### config.mk
export PLATFORM = sky130hd
export DESIGN_NAME = ior_top
export DESIGN_NICKNAME = d
export VERILOG_FILES = /design/src/hw/ior_pkg.sv /design/src/hw/ior_sync.sv /design/src/hw/ior_top.sv
export SDC_FILE = /design/constraint.sdc
export NUM_CORES = 1
export LEC_CHECK = 0
export BUFFER_PORTS_ARGS = -buffer_cell sky130_fd_sc_hd__buf_2
export CORE_ASPECT_RATIO = 1.75
export CORE_MARGIN = 1.5
export CORE_UTILIZATION = 25
export DETAILED_ROUTE_END_ITERATION = 6
export SYNTH_ARGS = -nofsm -noshare
export SYNTH_HDL_FRONTEND = slang
export SYNTH_SLANG_ARGS = --single-unit
### constraint.sdc
create_clock -name clock -period 1 [get_ports clock]
set_input_delay 0.15 -clock clock [delete_from_list [all_inputs] [get_ports clock]]
set_output_delay 0.15 -clock clock [all_outputs]
set_load 0.1 [all_outputs]
### src/hw/ior_pkg.sv
// How it works
// - After reset the option word reads zero, every option Yes.
// - Each option owns one bit weight; a set bit selects No.
// - Weight 64 set stops automatic speakerphone on terminal dialing.
// - Telephone Yes: phone loss ends an active data call.
// - Telephone Yes and no telephone: refuse every data call setup.
// - Telephone bit (weight 1) takes effect only at next power-up.
// - Weight 2 selects mu-law when clear, A-law when set, immediately.
// - Weight 4 clear: phone dials audibly; set: internal dialer, silent.
// - Metering clear: adapt to remote speed, report selected speed.
// - Metering set: convert rates, report local rate, throttle CTS.
// - Metering and busyout changes apply only while idle, else at idle.
// - Weight 32 clear: speakerphone before dialing; set: after dialing.
// - Immediate setting: voice dials only, auto Yes, telephone dialing.
// - Weight 128 set: busy out line during either local loopback test.
// - Factory restore leaves the option word untouched, and vice versa.
// - Read command returns the value; write command stores a new one.
// - Automatic speakerphone does nothing without a speakerphone.
package ior_pkg;

   // ----------------------------------------------------------------------
   // Option word layout
   // ----------------------------------------------------------------------
   localparam int        IOR_WIDTH      = 8;
   localparam logic [7:0] IOR_RESET     = 8'h00;
   localparam int        IOR_BIT_PHONE  = 0;
   localparam int        IOR_BIT_COMPAND = 1;
   localparam int        IOR_BIT_DIAL   = 2;
   localparam int        IOR_BIT_SPARE  = 3;
   localparam int        IOR_BIT_METER  = 4;
   localparam int        IOR_BIT_IMMED  = 5;
   localparam int        IOR_BIT_AUTO   = 6;
   localparam int        IOR_BIT_BUSY   = 7;

   // ----------------------------------------------------------------------
   // Synchroniser depth
   // ----------------------------------------------------------------------
   localparam int        IOR_SYNC_STAGES = 2;

   // ----------------------------------------------------------------------
   // Speakerphone control states
   // ----------------------------------------------------------------------
   typedef enum logic [1:0]
   {
      IOR_SPK_OFF  = 2'b00,
      IOR_SPK_WAIT = 2'b01,
      IOR_SPK_ON   = 2'b10
   } ior_spk_t;

   typedef struct packed
   {
      logic [7:0] opt;
      logic       meter;
      logic       busy;
      logic       phone_no;
      logic [7:0] rd_data;
      logic       rd_valid;
      logic       phone_prev;
      logic       teardown;
      logic       restore_ack;
      ior_spk_t   spk;
   } ior_state_t;

endpackage

### src/hw/ior_sync.sv
`timescale 1ns/1ps
module ior_sync
   import ior_pkg::*;
#(
   parameter int WIDTH = 2
)
(
   // Clock and reset
   input  wire logic             clock,
   input  wire logic             rst,
   // Asynchronous levels in, synchronised levels out
   input  wire logic [WIDTH-1:0] async_in,
   output logic      [WIDTH-1:0] sync_out
);

   typedef struct packed
   {
      logic [WIDTH-1:0] stage1;
      logic [WIDTH-1:0] stage2;
   } ior_sync_t;

   ior_sync_t s;
   ior_sync_t next_s;

   // The chain below is built for exactly two stages.
   if (WIDTH < 1 || IOR_SYNC_STAGES != 2)
   begin : g_bad_config
      $error("ior_sync needs WIDTH of one or more and two stages");
   end

   // ----------------------------------------------------------------------
   // Two-stage chain; only the second stage is read outside.
   // ----------------------------------------------------------------------
   always_comb
   begin
      next_s        = s;
      next_s.stage1 = async_in;
      next_s.stage2 = s.stage1;
   end

   always_ff @(posedge clock)
   begin
      if (rst)
         s <= '0;
      else
         s <= next_s;
   end

   assign sync_out = s.stage2;

endmodule

### src/hw/ior_top.sv
`timescale 1ns/1ps
module ior_top
   import ior_pkg::*;
(
   // Clock and reset
   input  wire logic       clock,
   input  wire logic       rst,
   // Host command port
   input  wire logic       cmd_read,
   input  wire logic       cmd_write,
   input  wire logic [7:0] cmd_wdata,
   output logic      [7:0] rd_data,
   output logic            rd_valid,
   // Factory configuration restore
   input  wire logic       restore_defaults,
   output logic            restore_ack,
   // Power sequencing
   input  wire logic       power_up_load,
   // Pins from the telephone port
   input  wire logic       phone_attached,
   input  wire logic       speakerphone_present,
   // Activity from call processing
   input  wire logic       call_active,
   input  wire logic       test_mode,
   input  wire logic       loop_local,
   input  wire logic       loop_self,
   input  wire logic       local_overrun,
   // Voice dialing events
   input  wire logic       voice_dial_start,
   input  wire logic       dial_done,
   input  wire logic       voice_call_end,
   // Option effects
   output logic            a_law_select,
   output logic            internal_dialer,
   output logic            tones_audible,
   output logic            rate_adapt,
   output logic            connect_reports_local,
   output logic            cts_ready,
   output logic            line_busyout,
   output logic            call_setup_allowed,
   output logic            call_teardown,
   output logic            speakerphone_on
);

   ior_state_t s;
   ior_state_t next_s;

   logic [1:0] pins_sync;
   logic       phone_att_s;
   logic       spk_present_s;
   logic       idle;
   logic       auto_ok;
   logic       immed_ok;
   logic       loopback;

   // ----------------------------------------------------------------------
   // Pin synchronisation
   // ----------------------------------------------------------------------
   ior_sync #(
      .WIDTH    (2)
   ) u_sync (
      .clock    (clock),
      .rst      (rst),
      .async_in ({speakerphone_present, phone_attached}),
      .sync_out (pins_sync)
   );

   assign phone_att_s   = pins_sync[0];
   assign spk_present_s = pins_sync[1];

   // ----------------------------------------------------------------------
   // Activity decode
   // ----------------------------------------------------------------------
   assign loopback = loop_local | loop_self;
   assign idle     = ~test_mode & ~loopback & ~call_active;

   // Immediate activation only pays off when the telephone dials, since
   // only then are there tones for the user to hear.
   assign auto_ok  = ~s.opt[IOR_BIT_AUTO] & spk_present_s;
   assign immed_ok = ~s.opt[IOR_BIT_IMMED]
                     & ~s.opt[IOR_BIT_DIAL];

   // ----------------------------------------------------------------------
   // Next state
   // ----------------------------------------------------------------------
   always_comb
   begin
      next_s             = s;
      next_s.rd_valid    = 1'b0;
      next_s.teardown    = 1'b0;
      next_s.restore_ack = 1'b0;

      // The whole word is stored, the spare weight 8 bit included.
      if (cmd_write)
         next_s.opt = cmd_wdata;

      // A read in the same cycle as a write returns the old value.
      if (cmd_read)
      begin
         next_s.rd_data  = s.opt;
         next_s.rd_valid = 1'b1;
      end

      // Metering and busyout follow the word only while idle, so that a
      // running call or test never sees its behaviour change under it.
      if (idle)
      begin
         next_s.meter = s.opt[IOR_BIT_METER];
         next_s.busy  = s.opt[IOR_BIT_BUSY];
      end

      // The telephone mode must match how the line is administered, so a
      // written change waits for the next power-up.
      if (power_up_load)
         next_s.phone_no = s.opt[IOR_BIT_PHONE];

      next_s.phone_prev = phone_att_s;
      if (~s.phone_no & call_active & s.phone_prev & ~phone_att_s)
         next_s.teardown = 1'b1;

      // Restoring defaults does not touch the option word.
      if (restore_defaults)
         next_s.restore_ack = 1'b1;

      case (s.spk)
         IOR_SPK_OFF:
         begin
            if (voice_dial_start & auto_ok)
            begin
               if (immed_ok)
                  next_s.spk = IOR_SPK_ON;
               else
                  next_s.spk = IOR_SPK_WAIT;
            end
         end
         IOR_SPK_WAIT:
         begin
            if (voice_call_end)
               next_s.spk = IOR_SPK_OFF;
            else if (dial_done)
               next_s.spk = IOR_SPK_ON;
         end
         IOR_SPK_ON:
         begin
            if (voice_call_end)
               next_s.spk = IOR_SPK_OFF;
         end
         default:
         begin
            next_s.spk = IOR_SPK_OFF;
         end
      endcase
   end

   // ----------------------------------------------------------------------
   // State register
   // ----------------------------------------------------------------------
   always_ff @(posedge clock)
   begin
      if (rst)
      begin
         s          <= '0;
         s.opt      <= IOR_RESET;
         s.spk      <= IOR_SPK_OFF;
      end
      else
         s <= next_s;
   end

   // ----------------------------------------------------------------------
   // Outputs
   // ----------------------------------------------------------------------
   assign rd_data               = s.rd_data;
   assign rd_valid              = s.rd_valid;
   assign restore_ack           = s.restore_ack;
   assign a_law_select          = s.opt[IOR_BIT_COMPAND];
   assign internal_dialer       = s.opt[IOR_BIT_DIAL];
   assign tones_audible         = ~s.opt[IOR_BIT_DIAL];
   assign rate_adapt            = ~s.meter;
   assign connect_reports_local = s.meter;
   // CTS is only withheld during a metered call whose local side outruns
   // the remote; outside a call the terminal is never throttled.
   assign cts_ready             = ~(s.meter & call_active
                                    & local_overrun);
   assign line_busyout          = s.busy & loopback;
   assign call_setup_allowed    = s.phone_no | phone_att_s;
   assign call_teardown         = s.teardown;
   assign speakerphone_on       = (s.spk == IOR_SPK_ON);

   // ----------------------------------------------------------------------
   // Elaboration check
   // ----------------------------------------------------------------------
   // The bit positions above assume an eight-bit option word.
   if (IOR_WIDTH != 8)
   begin : g_width_check
      $error("ior_top serves only an eight-bit option word");
   end
endmodule

==> summary.txt <==
Outcome
  • Status: finished, violations left
  • Failing checks: negative setup slack

Hold path
  • Hold Crit Class: primary input to flip-flop

Cells and area
  • Post-layout nets: 174
  • # diodes: 0
  • Share of cells above drive strength 1: 0.5563
  • P&R area growth vs syn: 65.87%
  • Finished Layout Cells: 200
  • Final Cell Area: 1831 um2
  • FILL cells: 400
  • Final core occ: 0.4370

Clock network
  • TritonCTS sink count: 29
  • H-tree depth: 2
  • Inserted Clock Buffers: 5
  • Worst-Skew Late Latency: 280 ps
  • CTS root buf: clkbuf_8
  • Clock transition at path regs: 60 ps
  • CTS tree: built
  • Hold buffer count at CTS: 0
  • Longest Clk Path Bufs: 2

Power and ir drop
  • PD cells: 1541 nW/um2
  • Leak: 0.0007910 uW
  • VDD IR max: 0.7401 mV

Placement
  • GPL Wtd Cong: 0.6996
  • Placed Instances: 190
  • Dpl ws: -11.21 ps
  • IO Port Bufs: 43
  • Final HPWL DP: 1.751 mm
  • Area after DPL: 1670 um2

Route
  • Starting DRT DRC Count: 13
  • Vias per cell: 4.305
  • WL/cell: 11.40 um
  • DRT Wirelength: 2.280 mm
  • Via count: 861
  • Total iterations of the first detailed-routing run: 4
  • ANT nets after route: 0
  • DR DRC count: 0

Floorplanning
  • Initial core utilization: 0.2634
  • Die height: 90.89 um
  • # rows: 31
  • Die area: 4838 um2
  • Core box area: 4189 um2
  • Die Wd: 53.23 um
  • I/O pin total: 44

GRT
  • Largest net degree at the start of global routing: 16
  • Vias in the first global route: 913
  • Congestion Overflow GR: 0
  • Antenna violations before repair: 0
  • First-pass GRT wire length: 3.739 mm
  • Gr usage total: 0.1080

STA
  • Setup violators final: 7
  • Skew final: 4.263 ps
  • Fmax: 0.8587 GHz
  • Post-Route Setup TNS: -644.4 ps
  • Least-Margin Pin Slew: 269.8 ps
  • Tmin final: 1165 ps
  • Final WS setup: -164.6 ps
  • Slew Limit Fails: 0
  • RSZ-0062 raised after global routing: yes
  • Period utilization: 1.165
  • Final-report hold violation count: 0
  • Max_slew headroom: 0.8202

Setup path
  • Crit path DAT: 1010 ps
  • Crit path kind: flip-flop to output pin
  • Critical path's slowest cell: dfxtp_1
  • CP peak stage delay: 310 ps
  • CP top delay family: flip-flops
  • CP cell instances: or2_4 -> buf_12
  • Critical Path RT: 850 ps
  • Startpoint Class: flip-flop
  • WP buf/inv: 1
  • Worst-path maximum fanout: 2
  • CP endpoint kind: output pin

Flow run
  • Max Cap Violations: 0

Yosys
  • Post-Syn Instances: 107
  • Post-synth EDFFs: 0
  • Synth Warn #: 0
  • Syn_nets: 131
  • Synthesized flop and latch total: 29
  • Mapped cell area: 1104 um2
  • Seq/Total Area, Yosys: 0.5261
  • Most common flop cell mapped by yosys: dfxtp_1
  • Synth unique cells: 21
  • Syn_area_per_cell: 10.31 um2
  • Async set or reset register ratio after synthesis: 0
[cell type report]
type	instances	area, um2	area share
sequential	29	610.6	0.3336
timing repair buffer	49	564.3	0.3083
multi-input combinational	63	478.0	0.2611
clock buffer	7	96.34	0.05263
tap	49	61.31	0.03349
inverter	2	15.01	0.008202
clock inverter	1	5.005	0.002734
[per-layer routing]
metal / track usage / routed length (um)
met1: 0.1009 / 809
met3: 0.04305 / 191
met5: 0 / 0
met4: 0.08333 / 82
met2: 0.1759 / 1196
[logic make-up after synthesis]
family	synth area share
AOI/OAI and AO/OA	0.02495
buffers and inverters	0.08390
muxes	0.1723
and+or+nand+nor	0.1927
DFF	0.5261
[repair_timing]
item / CTS / global route
endpoints found under the hold margin: 0 / 0
resized for setup: 11 / 6
endpoints found under the setup margin: 16 / 10
pin swaps: 2 / 3
setup buffers: 2 / 1
[per-stage QoR]
stage	power [uW]	hold WS, ps
final	2821	80.58
after CTS	2856	65.22
after global placement	1778	359.9
after global routing	2945	94.66
after floorplan	1590	260.9
after detailed placement	1788	364.9
[report_power, final]
| part | internal [uW] | switching, uW | leakage (uW) | total [uW] |
|---|---|---|---|---|
| Sequential | 1200 | 42.0 | 0.000246 | 1250 |
| Combinational | 220 | 313 | 0.000490 | 534 |
| Clock | 620 | 422 | 0.0000542 | 1040 |
| Total | 2040 | 778 | 0.000791 | 2820 |
[Yosys cell counts (all sizes together) (2+ instances only)]
cell type | n | area share
nor4 | 2 | 0.025
nor2 | 21 | 0.071
nor2b | 9 | 0.051
buf | 13 | 0.077
mux2i | 19 | 0.17
inv | 2 | 0.0068
dfxtp | 29 | 0.53
[worst paths after layout]
kind	from	to	slack, ps	cells after the start
worst max-delay path	u_sync.sync_out[0]$_SDFF_PP0_	call_setup_allowed	-160	2
worst min-delay path	restore_defaults	restore_ack$_SDFF_PP0_	80	2
worst max register to register	internal_dialer$_SDFFE_PP0P_	s[0]$_SDFFE_PP0P_	50	4
worst min register to register	s[4]$_SDFF_PP0_	call_teardown$_SDFF_PP0_	420	2
[worst reg2reg max path: cells and delay by family, from the launching register on]
kind / cells / cell delay (ps)
buffers and inverters: 1 / 130
DFF: 1 / 370
and+or+nand+nor: 2 / 270
AOI/OAI and AO/OA: 1 / 70
[flip-flops by register name, summed over array words and instances (netlist names), 2 cells and up]
signal	count
u_sync.sync_out	2
u_sync.next_s	2
rd_data	8
s	11
[cell usage in the layout (no fill, tap or decap)]
| master | n |
|---|---|
| a21oi_1 | 1 |
| and3b_1 | 1 |
| buf_12 | 20 |
| buf_2 | 23 |
| buf_4 | 5 |
| buf_6 | 1 |
| clkbuf_8 | 7 |
| clkinv_2 | 1 |
| clkinvlp_4 | 2 |
| dfxtp_1 | 11 |
| dfxtp_2 | 15 |
| dfxtp_4 | 3 |
| mux2i_1 | 19 |
| nand2_1 | 1 |
| nand2b_1 | 1 |
| nand3_4 | 1 |
| nand3b_1 | 1 |
| nor2_1 | 20 |
| nor2_2 | 1 |
| nor2b_1 | 8 |
| nor2b_4 | 1 |
| nor3_1 | 1 |
| nor3b_1 | 1 |
| nor4_4 | 2 |
| o21a_4 | 1 |
| o22ai_1 | 1 |
| o31a_1 | 1 |
| or2_4 | 1 |
Note: power is estimated with default switching activity, not from simulation.
